===== config.mk =====
export PLATFORM = sky130hd
export DESIGN_NAME = sram_rd_ctrl
export DESIGN_NICKNAME = d
export VERILOG_FILES = /design/src/design/sram_rd_pkg.sv /design/src/design/sync2.sv /design/src/design/sram_rd_ctrl.sv
export SDC_FILE = /design/constraint.sdc
export NUM_CORES = 1
export LEC_CHECK = 0
export BUFFER_PORTS_ARGS = -buffer_cell sky130_fd_sc_hd__buf_2
export CORE_ASPECT_RATIO = 1.2
export CORE_MARGIN = 5
export CORE_UTILIZATION = 40
export DETAILED_ROUTE_END_ITERATION = 6
export GPL_ROUTABILITY_DRIVEN = 0
export GPL_TIMING_DRIVEN = 0
export SETUP_SLACK_MARGIN = 0.5
export SLEW_MARGIN = 40
export SYNTH_ARGS = -nofsm -noshare
export SYNTH_HDL_FRONTEND = slang
export SYNTH_SLANG_ARGS = --single-unit
export TNS_END_PERCENT = 10

===== constraint.sdc =====
create_clock -name sys_clk -period 6.21 [get_ports sys_clk]
set_input_delay 1.242 -clock sys_clk [delete_from_list [all_inputs] [get_ports sys_clk]]
set_output_delay 1.242 -clock sys_clk [all_outputs]
set_load 0.02 [all_outputs]

===== src/design/sram_rd_pkg.sv =====
// Constants shared by the error-checked memory read controller.
// How it works
// Memory raises the error flag on a detected error of configured class.
// In scrub mode the flag floats with output enable high, reports when low.
// Clearing: deselect the memory first, then raise output enable.
// Raising the active-low select during clearing pauses scrubbing.
// While deselected, wait for flag low and move to last good address.
// Re-enable with output enable high, then lower it to read good address.
// After clearing, the memory drives the flag low on each read.
// Enabled with output enable high, the memory floats the flag.
// Read needs select low, select high, write high; data only with oe low.
// Access time counts from the last of enable, oe or valid address.
// Address-controlled read: data within 20 ns; changes 20 ns apart.
// Old data and flag are held 7.5 ns after an address change.
// Enable-controlled read: word valid 20 ns after the later enable.
// Output-enable-controlled read: data within 8.6 ns of oe falling; the memory model gives it 20 ns after.
// Data bus released 3.5 to 5 ns after output enable rises; the memory model changes dq_in 20 ns after.
// Address-controlled read: flag valid within 20 ns of address change.
// Flag low means valid data, high means corrupt; class set by A[12].
// Write enable low with both selects active is a word write.
// Enabled, oe and we high: flag high selects function, else tri-state.
// Flag valid within 8.6 ns of output enable falling.
// Sample the flag after its valid delay; start clearing when high.
package sram_rd_pkg;
   localparam int CLK_PERIOD_PS = 100000;
   localparam int T_ADDR_VALID_PS = 20000;
   localparam int T_OE_VALID_PS = 8600;
   localparam int T_OE_RELEASE_PS = 5000;
   localparam int T_FLAG_FALL_PS = 1000000;
   // Least times round up to whole cycles, never under one.
   function automatic int cyc_up(input int ps);
      int c;
      c = (ps + CLK_PERIOD_PS - 1) / CLK_PERIOD_PS;
      return (c < 1) ? 1 : c;
   endfunction : cyc_up
   localparam int ADDR_VALID_CYC = cyc_up(T_ADDR_VALID_PS);
   localparam int OE_VALID_CYC = cyc_up(T_OE_VALID_PS);
   localparam int OE_RELEASE_CYC = cyc_up(T_OE_RELEASE_PS);
   localparam int FLAG_FALL_CYC = cyc_up(T_FLAG_FALL_PS);
   localparam int ADDR_W = 19;
   localparam int DATA_W = 32;
   localparam int CNT_W = 8;
endpackage : sram_rd_pkg


===== src/design/sync2.sv =====
// Two-stage synchroniser for pin inputs.
`timescale 1ns/100ps
module sync2
#(
   parameter int W = 1
)
(
   // Clock and reset.
   input wire logic sys_clk,
   input wire logic nrst,
   input wire logic clk_en,
   // Pin side and synchronised side.
   input wire logic [W-1:0] pin_in,
   output logic [W-1:0] sync_out
);
   // A zero-width chain has nothing to synchronise.
   if (W < 1)
   begin : g_w_check
      $error("Synchroniser width must be at least one.");
   end
   logic [W-1:0] meta_r;
   // The first stage feeds only the second stage.
   always_ff @(posedge sys_clk or negedge nrst)
   begin
      if (!nrst)
      begin
         meta_r <= '0;
         sync_out <= '0;
      end
      else if (clk_en)
      begin
         meta_r <= pin_in;
         sync_out <= meta_r;
      end
   end
endmodule : sync2


===== src/design/sram_rd_ctrl.sv =====
// Read controller for an error-checked asynchronous memory, with flag clear.
`timescale 1ns/100ps
module sram_rd_ctrl
   import sram_rd_pkg::*;
(
   // Clock, reset and clock enable.
   input wire logic sys_clk,
   input wire logic nrst,
   input wire logic clk_en,
   // User read request and answer.
   input wire logic rd_req,
   input wire logic [ADDR_W-1:0] rd_addr,
   output logic rd_busy,
   output logic rd_done,
   output logic [DATA_W-1:0] rd_data,
   output logic rd_err,
   output logic clear_done,
   // Address of the last word read without error.
   output logic [ADDR_W-1:0] good_addr,
   // Memory pins.
   output logic select_low_n,
   output logic select_high,
   output logic output_enable_n,
   output logic write_enable_n,
   output logic [ADDR_W-1:0] mem_addr,
   input wire logic [DATA_W-1:0] dq_in,
   output logic [DATA_W-1:0] dq_out,
   output logic dq_oe,
   input wire logic error_flag
);
   typedef enum logic [2:0] {
      ST_IDLE, ST_ACCESS, ST_RELEASE, ST_DESEL, ST_ADDR_FIX, ST_REEN,
      ST_GOOD_RD
   } state_t;
   typedef struct packed {
      state_t st;
      logic [CNT_W-1:0] cnt;
      logic sel_n;
      logic sel_h;
      logic oe_n;
      logic [ADDR_W-1:0] addr;
      logic [ADDR_W-1:0] good;
      logic [DATA_W-1:0] data;
      logic err;
      logic done;
      logic cdone;
   } regs_t;
   regs_t s_r;
   regs_t s_nxt;
   logic [DATA_W-1:0] dq_s;
   logic flag_s;
   // Memory pins are asynchronous to sys_clk, so both pass two flops.
   sync2 #(.W(DATA_W + 1)) u_sync
   (
      .sys_clk(sys_clk),
      .nrst(nrst),
      .clk_en(clk_en),
      .pin_in({error_flag, dq_in}),
      .sync_out({flag_s, dq_s})
   );
   // Sampling delay covers the access time plus the two synchroniser stages.
   localparam logic [CNT_W-1:0] ACC_WAIT = CNT_W'(ADDR_VALID_CYC + 2);
   localparam logic [CNT_W-1:0] OE_WAIT = CNT_W'(OE_VALID_CYC + 2);
   localparam logic [CNT_W-1:0] REL_WAIT = CNT_W'(OE_RELEASE_CYC);
   localparam logic [CNT_W-1:0] FALL_WAIT = CNT_W'(FLAG_FALL_CYC + 2);
   // A fall wait that wraps the counter would re-enable the memory early.
   if (FLAG_FALL_CYC + 2 >= (1 << CNT_W))
   begin : g_cnt_check
      $error("Flag fall time does not fit the counter.");
   end
   // Next-state logic for the read and flag-clearing sequence.
   always_comb
   begin
      s_nxt = s_r;
      s_nxt.done = 1'b0;
      s_nxt.cdone = 1'b0;
      if (s_r.cnt != '0)
         s_nxt.cnt = s_r.cnt - CNT_W'(1);
      unique case (s_r.st)
         ST_IDLE:
         begin
            if (rd_req)
            begin
               // Select, write high and oe low form a read. //
               s_nxt.addr = rd_addr;
               s_nxt.sel_n = 1'b0;
               s_nxt.sel_h = 1'b1;
               s_nxt.oe_n = 1'b0;
               s_nxt.cnt = ACC_WAIT;
               s_nxt.st = ST_ACCESS;
            end
         end
         ST_ACCESS:
         begin
            if (s_r.cnt == '0)
            begin
               s_nxt.data = dq_s;
               s_nxt.err = flag_s;
               s_nxt.done = 1'b1;
               if (flag_s)
               begin
                  // Deselect before raising output enable. //
                  s_nxt.sel_n = 1'b1;
                  s_nxt.sel_h = 1'b0;
                  s_nxt.st = ST_DESEL;
               end
               else
               begin
                  s_nxt.good = s_r.addr;
                  s_nxt.oe_n = 1'b1;
                  s_nxt.cnt = REL_WAIT;
                  s_nxt.st = ST_RELEASE;
               end
            end
         end
         ST_RELEASE:
         begin
            if (s_r.cnt == '0)
            begin
               s_nxt.sel_n = 1'b1;
               s_nxt.sel_h = 1'b0;
               s_nxt.st = ST_IDLE;
            end
         end
         ST_DESEL:
         begin
            // Now raise oe while deselected so the load resistor drops it.
            s_nxt.oe_n = 1'b1;
            s_nxt.addr = s_r.good;
            s_nxt.cnt = FALL_WAIT;
            s_nxt.st = ST_ADDR_FIX;
         end
         ST_ADDR_FIX:
         begin
            // Wait out the fall time and a low flag before re-enabling. //
            if (s_r.cnt == '0 && !flag_s)
            begin
               s_nxt.sel_n = 1'b0;
               s_nxt.sel_h = 1'b1;
               s_nxt.cnt = REL_WAIT;
               s_nxt.st = ST_REEN;
            end
         end
         ST_REEN:
         begin
            // Oe stays high here, so the memory leaves the flag floating. //
            if (s_r.cnt == '0)
            begin
               s_nxt.oe_n = 1'b0;
               s_nxt.cnt = OE_WAIT;
               s_nxt.st = ST_GOOD_RD;
            end
         end
         ST_GOOD_RD:
         begin
            if (s_r.cnt == '0)
            begin
               // A still-high flag restarts clearing; low means done. //
               if (flag_s)
               begin
                  s_nxt.sel_n = 1'b1;
                  s_nxt.sel_h = 1'b0;
                  s_nxt.st = ST_DESEL;
               end
               else
               begin
                  s_nxt.cdone = 1'b1;
                  s_nxt.oe_n = 1'b1;
                  s_nxt.cnt = REL_WAIT;
                  s_nxt.st = ST_RELEASE;
               end
            end
         end
      endcase
   end
   // All state registers; the clock enable freezes everything.
   always_ff @(posedge sys_clk or negedge nrst)
   begin
      if (!nrst)
      begin
         s_r <= '{st: ST_IDLE, cnt: '0, sel_n: 1'b1, sel_h: 1'b0,
                  oe_n: 1'b1, addr: '0, good: '0, data: '0, err: 1'b0,
                  done: 1'b0, cdone: 1'b0};
      end
      else if (clk_en)
      begin
         s_r <= s_nxt;
      end
   end
   // Pin and user outputs; this controller never writes, so dq is not driven.
   assign select_low_n = s_r.sel_n;
   assign select_high = s_r.sel_h;
   assign output_enable_n = s_r.oe_n;
   assign write_enable_n = 1'b1;
   assign mem_addr = s_r.addr;
   assign dq_out = '0;
   assign dq_oe = 1'b0;
   assign rd_busy = (s_r.st != ST_IDLE);
   assign rd_done = s_r.done;
   assign rd_data = s_r.data;
   assign rd_err = s_r.err;
   assign clear_done = s_r.cdone;
   assign good_addr = s_r.good;

   // A frozen clock enable holds the state, so only enabled edges count.
   a_oe_after_desel: assert property (
      @(posedge sys_clk) disable iff (!nrst)
      (clk_en && s_r.st == ST_DESEL) |=> s_r.sel_n && s_r.oe_n)
      else $error("Output enable rose before deselect.");
   a_addr_good: assert property (
      @(posedge sys_clk) disable iff (!nrst)
      (s_r.st == ST_REEN) |-> (s_r.addr == s_r.good))
      else $error("Clearing read not at good address.");
   a_reen_oe_high: assert property (
      @(posedge sys_clk) disable iff (!nrst)
      $rose(s_r.st == ST_REEN) |-> s_r.oe_n && !s_r.sel_n)
      else $error("Re-enable with output enable low.");
   a_read_select: assert property (
      @(posedge sys_clk) disable iff (!nrst)
      !s_r.oe_n |-> !s_r.sel_n || s_r.st == ST_DESEL)
      else $error("Output enable low outside a read.");
   a_addr_spacing: assert property (
      @(posedge sys_clk) disable iff (!nrst)
      $changed(s_r.addr) |=> $stable(s_r.addr))
      else $error("Address changed too soon.");
   a_no_write: assert property (
      @(posedge sys_clk) disable iff (!nrst)
      write_enable_n && !dq_oe)
      else $error("Controller attempted a write.");
   a_flag_starts: assert property (
      @(posedge sys_clk) disable iff (!nrst)
      (clk_en && s_r.st == ST_ACCESS && s_r.cnt == '0 && flag_s)
      |=> s_r.st == ST_DESEL)
      else $error("High flag did not start clearing.");
   a_rel_wait: assert property (
      @(posedge sys_clk) disable iff (!nrst)
      $rose(s_r.oe_n) && s_r.st == ST_RELEASE |-> !s_r.sel_n)
      else $error("Deselected before the bus was released.");
   c_clean_read: cover property (@(posedge sys_clk) disable iff (!nrst)
      s_r.done && !s_r.err);
   c_error_read: cover property (@(posedge sys_clk) disable iff (!nrst)
      s_r.done && s_r.err);
   c_cleared: cover property (@(posedge sys_clk) disable iff (!nrst)
      s_r.cdone);
endmodule : sram_rd_ctrl


==> out/results.ini, run 1 <==
[route]
avgRoutedWirePerCell_um = 15.67
drtAntennaViolNets = 0
drc = 0
wirelength_mm = 16.12
dr.pass1.iters = 4
drt_iter0_markers = 172
avgViaCountPerCell = 4.879
num_vias = 5020

[critical_path]
required_ns = 6.49
cpLargestDelayFamily = simple AND/OR/NAND/NOR gates
cpMostUsedCell = ha_1
slowest_delay_ns = 0.45
path_max_fanout = 7
worst_ep_arrival_time_ns = 3.48
cp_num_buf_inv = 3
path_cells = inv_1 -> ha_1 -> or3b_2 -> clkbuf_1 -> nor2_1 -> clkinv_1 -> ha_1 -> a21boi_0 -> o22ai_1 -> mux2i_1 -> a31oi_1
slowest_stage = or3b_2
path_class = register to register
startpoint_type = register
worst_setup_path_end_kind = register

[logic_synthesis]
ys_top_cells_by_area = dfrtp_1 52%, mux2_2 17%, buf_4 11%, o21ai_0 2.3%, a21oi_1 1.9%
synth_common_cells = 151 x dfrtp_1, 108 x mux2_2, 105 x buf_4
synth.most_common_cell = dfrtp_1
syn-instance-count = 608
synth_warnings = 0
synth_top_area_share_pct = 52.05
syn_avg_cell_area_um2 = 11.94
synthFlopType = dfrtp_1
yosysUniqueCellTypes = 54
synth-seq-cells = 153
synth_area_leader_cell = dfrtp_1
ys_async_sr_fraction_pct = 100.0
synth-edff-count = 0
syn_area_mm2 = 0.007259
ys_seq_area_share_pct = 52.77

[floorplanning]
start_util_pct = 40.24
placement_rows = 54
dieArea_mm2 = 0.02095
io_pins = 167
fp.dieH_um = 157.6
die_w_um = 133.0
core_mm2 = 0.01804

[power_and_ir_drop]
p_sw_w = 0.001410
ir_drop_mv = 0.2105
seq_power_share_pct = 37.1
power_density_mw_per_mm2 = 443.0
p_leak_nw = 4.517
share_comb_of_total_power_pct = 37.5
clkPwrFrac_pct = 25.4
p_sw_share_pct = 35.59
internal_power_w = 0.002552

[cts]
post-cts-setup-buffers = 0
post_cts_resized = 0
cts.clk_slew.worst_paths_ns = 0.06
clock-sinks = 153
insertion_delay_ns = 0.42
tritoncts = done
root_buffer = clkbuf_16
ctsHoldBuffers = 0
cts_buffers = 17
htree_levels = 4
clk_path_buf_depth = 2

[timing]
timing.final.hold_violations = 0
slew_headroom_pct = 46.50
setup_viol = 0
fin_skew_ns = 0.01073
setup-tns-final_ns = 0
fin_crit_ns = 3.201
slew_viol_final = 0
rsz0062_at_grt = no
tightest_slew_ns = 0.7952
fin_hold_ws_ns = 0.4791
clock.fmax_mhz = 312.4
finalCritPeriodShare_pct = 51.54

[global_routing]
grt_pass1_vias = 5225
grt.total_usage_pct = 15.44
grt_max_degree = 80
grt_pass1_wl_mm = 26.30
overflow = 0
antenna_found_initial = 3

[place]
dp_hpwl_mm = 11.72
place.port_buffers = 132

[min_path]
worstHoldPathType = register to register

[cells_and_area]
diodes = 0
nets = 850
syn_to_final_growth_pct = 23.18
drive_above_1_share_pct = 48.82

[job]
maxCapViolCount = 0

[status]
status = finished clean

==> per-stage QoR <==
stage | std cells | area, um^2 | util (%) | setup WS (ns) | total power, W
floorplan | 640 | 7380 | - | 3.503 | 0.002541
global placement | 996 | 8320 | 46.12 | 1.772 | 0.002924
detailed placement | 997 | 8364 | 46.37 | 2.911 | 0.002975
CTS | 1029 | 8942 | 49.57 | 3.063 | 0.004005
global route | 1029 | 8942 | 49.57 | 2.788 | 0.004204
finish | 1029 | 8942 | 49.57 | 3.009 | 0.003962
==> power by group through the flow <==
stage	combinational [W]	sequential (W)	clock, W
final	0.00148	0.00147	0.00101
after global routing	0.00162	0.00151	0.00108
after CTS	0.00150	0.00147	0.00104
after detailed placement	0.00149	0.00149	0
after global placement	0.00146	0.00146	0
after floorplan	0.00110	0.00144	0
==> flip-flops by register name, indices dropped and copies added, names as in the netlist <==
signal	count
rd_done	1
rd_err	1
u_sync.sync_out	33
mem_addr	19
u_sync.meta_r	33
good_addr	19
clear_done	1
output_enable_n	1
rd_data	32
select_high	1
select_low_n	1
s_r	11
==> worst register-to-register path, delay by kind of cell (launching register included) <==
kind                     cells  cell delay (ns)
multiplexers                 1             0.15
AO/OA/AOI/OAI                3             0.41
flip-flops                   1             0.44
buffers and inverters        3             0.60
AND/OR/NAND/NOR              2             0.84
adder cells (fa/ha/maj)      2             0.62
==> cell families (layout without fill, tap and decap cells) <==
| logic type | after synthesis | after routing | synth area share (%) |
|---|---|---|---|
| DFF | 153 | 153 | 52.77 |
| buffers and inverters | 147 | 312 | 13.18 |
| muxes | 120 | 120 | 18.58 |
| AOI/OAI and AO/OA | 92 | 92 | 7.670 |
| and+or+nand+nor | 91 | 91 | 7.222 |
| adders and majority gates | 2 | 2 | 0.3447 |
| other | 2 | 34 | 0.1035 |
| xor gates and xnor gates | 1 | 1 | 0.1207 |
==> final timing paths <==
check	from	endpoint	slack [ns]	depth (start not counted)
max in group asynchronous	nrst	select_low_n$_DFFE_PN1P_	4.63	2
min reg2reg	select_low_n$_DFFE_PN1P_	select_low_n$_DFFE_PN1P_	0.48	2
min	select_low_n$_DFFE_PN1P_	select_low_n$_DFFE_PN1P_	0.48	2
min in group asynchronous	nrst	good_addr[2]$_DFFE_PN0P_	0.79	1
max reg2reg	s_r[76]$_DFFE_PN0P_	s_r[76]$_DFFE_PN0P_	3.01	11
max	s_r[76]$_DFFE_PN0P_	s_r[76]$_DFFE_PN0P_	3.01	11
==> layout by cell type (no fill, tap or decap), drive strengths merged, types with 3 or more instances in the layout <==
cell | Yosys | final
mux2 | 118 | 118
dfrtp | 151 | 151
nor2b | 5 | 5
nand2 | 27 | 27
a31oi | 6 | 6
a41oi | 3 | 3
inv | 8 | 14
nand2b | 4 | 4
nand3b | 4 | 4
clkbuf | 28 | 47
nor2 | 4 | 4
conb | 2 | 34
and3 | 19 | 19
a21oi | 27 | 27
clkinv | 1 | 4
a21o | 3 | 3
a22o | 4 | 4
or3b | 4 | 4
nor3 | 9 | 9
o21ai | 33 | 33
buf | 110 | 243
o211ai | 3 | 3
clkinvlp | 0 | 3
==> routing by layer <==
layer	global-route usage (%)	routed length, um	vias to the layer above
met5	0	39	-
met4	3.812	197	6
met3	5.976	1304	24
met2	25.92	7831	169
met1	18.86	6750	2465
li1	-	-	2356
==> layout make-up <==
cell class | count | area (um^2)
sequential | 153 | 3831
clock inverter | 13 | 135.1
timing repair buffer | 133 | 698.2
buffer | 138 | 923.4
inverter | 9 | 33.78
multi-input combinational | 340 | 2597
fill | 1668 | 9097
clock buffer | 19 | 442.9
tap | 224 | 280.3
No activity file was read; power rests on OpenSTA's default activity.
==> run 2, diff against run 1 <==
Clock period 6.21 ns to 3.2 ns, I/O delays scaled along.
==> out/results.ini, run 2 (synthesized netlist as in run 1, its figures left out) <==
[route]
drc = 0  ; unchanged
avgRoutedWirePerCell_um = 15.73  ; +0.41%
dr.pass1.iters = 5  ; +1
drt_iter0_markers = 206  ; +20%
drtAntennaViolNets = 0  ; unchanged
wirelength_mm = 16.28  ; +1.0%
avgViaCountPerCell = 4.897  ; +0.37%
num_vias = 5068  ; +0.96%

[global_routing]
grt.total_usage_pct = 15.69  ; +0.25 points
grt_pass1_wl_mm = 26.48  ; +0.71%
grt_max_degree = 63  ; -21%
grt_pass1_vias = 5275  ; +0.96%
antenna_found_initial = 1  ; -2
overflow = 0  ; unchanged

[cts]
cts.clk_slew.worst_paths_ns = 0.06  ; about the same
insertion_delay_ns = 0.42  ; about the same
ctsHoldBuffers = 0  ; unchanged
root_buffer = clkbuf_16
htree_levels = 4  ; unchanged
clk_path_buf_depth = 2  ; unchanged
clock-sinks = 153  ; unchanged
tritoncts = done
cts_buffers = 17  ; unchanged

[floorplanning]
io_pins = 167  ; unchanged
die_w_um = 133.0  ; unchanged
dieArea_mm2 = 0.02095  ; unchanged
fp.dieH_um = 157.6  ; unchanged
core_mm2 = 0.01804  ; unchanged
start_util_pct = 40.24  ; unchanged
placement_rows = 54  ; unchanged

[power_and_ir_drop]
finalPower_w = 0.007769  ; +96%
ir_drop_mv = 0.4205  ; +100%
p_leak_nw = 4.561  ; +0.97%
power_density_mw_per_mm2 = 857.3  ; +94%

[timing]
finalCritPeriodShare_pct = 81.42  ; +30 points
clock.fmax_mhz = 383.8  ; +23%
rsz0062_at_grt = no
timing.final.hold_violations = 0  ; unchanged
fin_crit_ns = 2.606  ; -0.5952 ns
slew_headroom_pct = 48.65  ; +2.2 points
setup-tns-final_ns = 0  ; unchanged
slew_viol_final = 0  ; unchanged
tightest_slew_ns = 0.7685  ; -0.02663 ns
setup_viol = 0  ; unchanged
fin_skew_ns = 0.007670  ; -0.003056 ns

[cells_and_area]
diodes = 0  ; unchanged
regArea_mm2 = 0.003832  ; about the same
syn_to_final_growth_pct = 24.84
nets = 856  ; +0.71%
layout_common_cells = 150 x dfrtp_1, 132 x buf_2, 110 x buf_4
n_fill_cell = 1606  ; -3.7%
multi_input_comb_area_mm2 = 0.002633  ; +1.3%
final_common_cell = dfrtp_1
drive_above_1_share_pct = 50.43  ; +1.6 points

[critical_path]
path_class = register to register
worst_ep_arrival_time_ns = 2.90  ; -0.58 ns
startpoint_type = register
rrSetupSlack_ns = 0.59  ; -2.41 ns
worst_setup_path_end_kind = register
required_ns = 3.50  ; -2.99 ns
path_max_fanout = 10  ; +3

[status]
status = finished clean

[job]
maxCapViolCount = 0  ; unchanged

[place]
dp_hpwl_mm = 11.99  ; +2.3%
place.port_buffers = 132  ; unchanged

[min_path]
worstHoldPathType = primary input to asynchronous set/reset pin

run 2: cell types whose count changed in the layout (fill, tap and decap cells not counted), sizes merged:
cell | before | now
buf | 243 | 248
clkbuf | 47 | 52
inv | 14 | 9
clkinv | 4 | 5
run 2: metrics by stage:
stage               area (um^2)  util, %  hold slack [ns]  cells  setup WS (ns)
floorplan                  7382        -           0.3444    640         0.5862
global placement           8323    46.14           0.4666    996        -0.6327
detailed placement         8387    46.49           0.4728    998         0.1131
CTS                        8997    49.88           0.1179   1033         0.5245
global route               9062    50.24           0.1276   1035         0.4970
finish                     9062    50.24           0.1143   1035         0.5945
run 2: cell type report:
type	instances	area share, %
Tap cell	224	3.093
Sequential cell	153	42.29
Timing Repair Buffer	139	8.339
Clock inverter	9	0.9803
Clock buffer	23	5.385
Multi-Input combinational cell	340	29.05
Buffer	138	10.48
Inverter	9	0.3866
run 2: what timing repair did:
item / in CTS / in global routing
gates resized for setup: 4 / 16
hold endpoints to repair: 0 / 0
buffers inserted: 3 / 2
setup endpoints to repair: 49 / 40
pin swaps: 2 / 2
run 2: final timing paths:
path                                          start                       endpoint  cells past startpoint
max                             s_r[76]$_DFFE_PN0P_      good_addr[10]$_DFFE_PN0P_                      9
max in group asynchronous                      nrst            s_r[76]$_DFFE_PN0P_                      2
min                                            nrst       good_addr[3]$_DFFE_PN0P_                      1
min in group sys_clk                      dq_in[28]  u_sync.meta_r[28]$_DFFE_PN0P_                      2
min reg2reg                select_low_n$_DFFE_PN1P_       select_low_n$_DFFE_PN1P_                      2
max reg2reg                     s_r[76]$_DFFE_PN0P_      good_addr[10]$_DFFE_PN0P_                      9
run 2: routing by layer:
metal / track usage (%) / part of all wire, % / up-vias
met5: 0 / 0.080 / -
met3: 5.086 / 7.6 / 18
met2: 26.43 / 50 / 182
li1: - / - / 2370
met4: 4.703 / 1.2 / 2
met1: 19.37 / 41 / 2496
run 2: power by group:
part           internal [W]  switching, W  leakage, nW
clock network       0.00115      0.000775        0.276
logic               0.00142       0.00156         2.37
registers           0.00248      0.000381         1.91
run 2: critical path, cell delays in order (launching register included):
cell	delay [ns]
dfrtp_2	0.44
inv_2	0.08
ha_4	0.15
or3b_2	0.44
buf_4	0.18
nor4b_4	0.36
and2_4	0.21
buf_8	0.15
buf_12	0.15
mux2_1	0.32
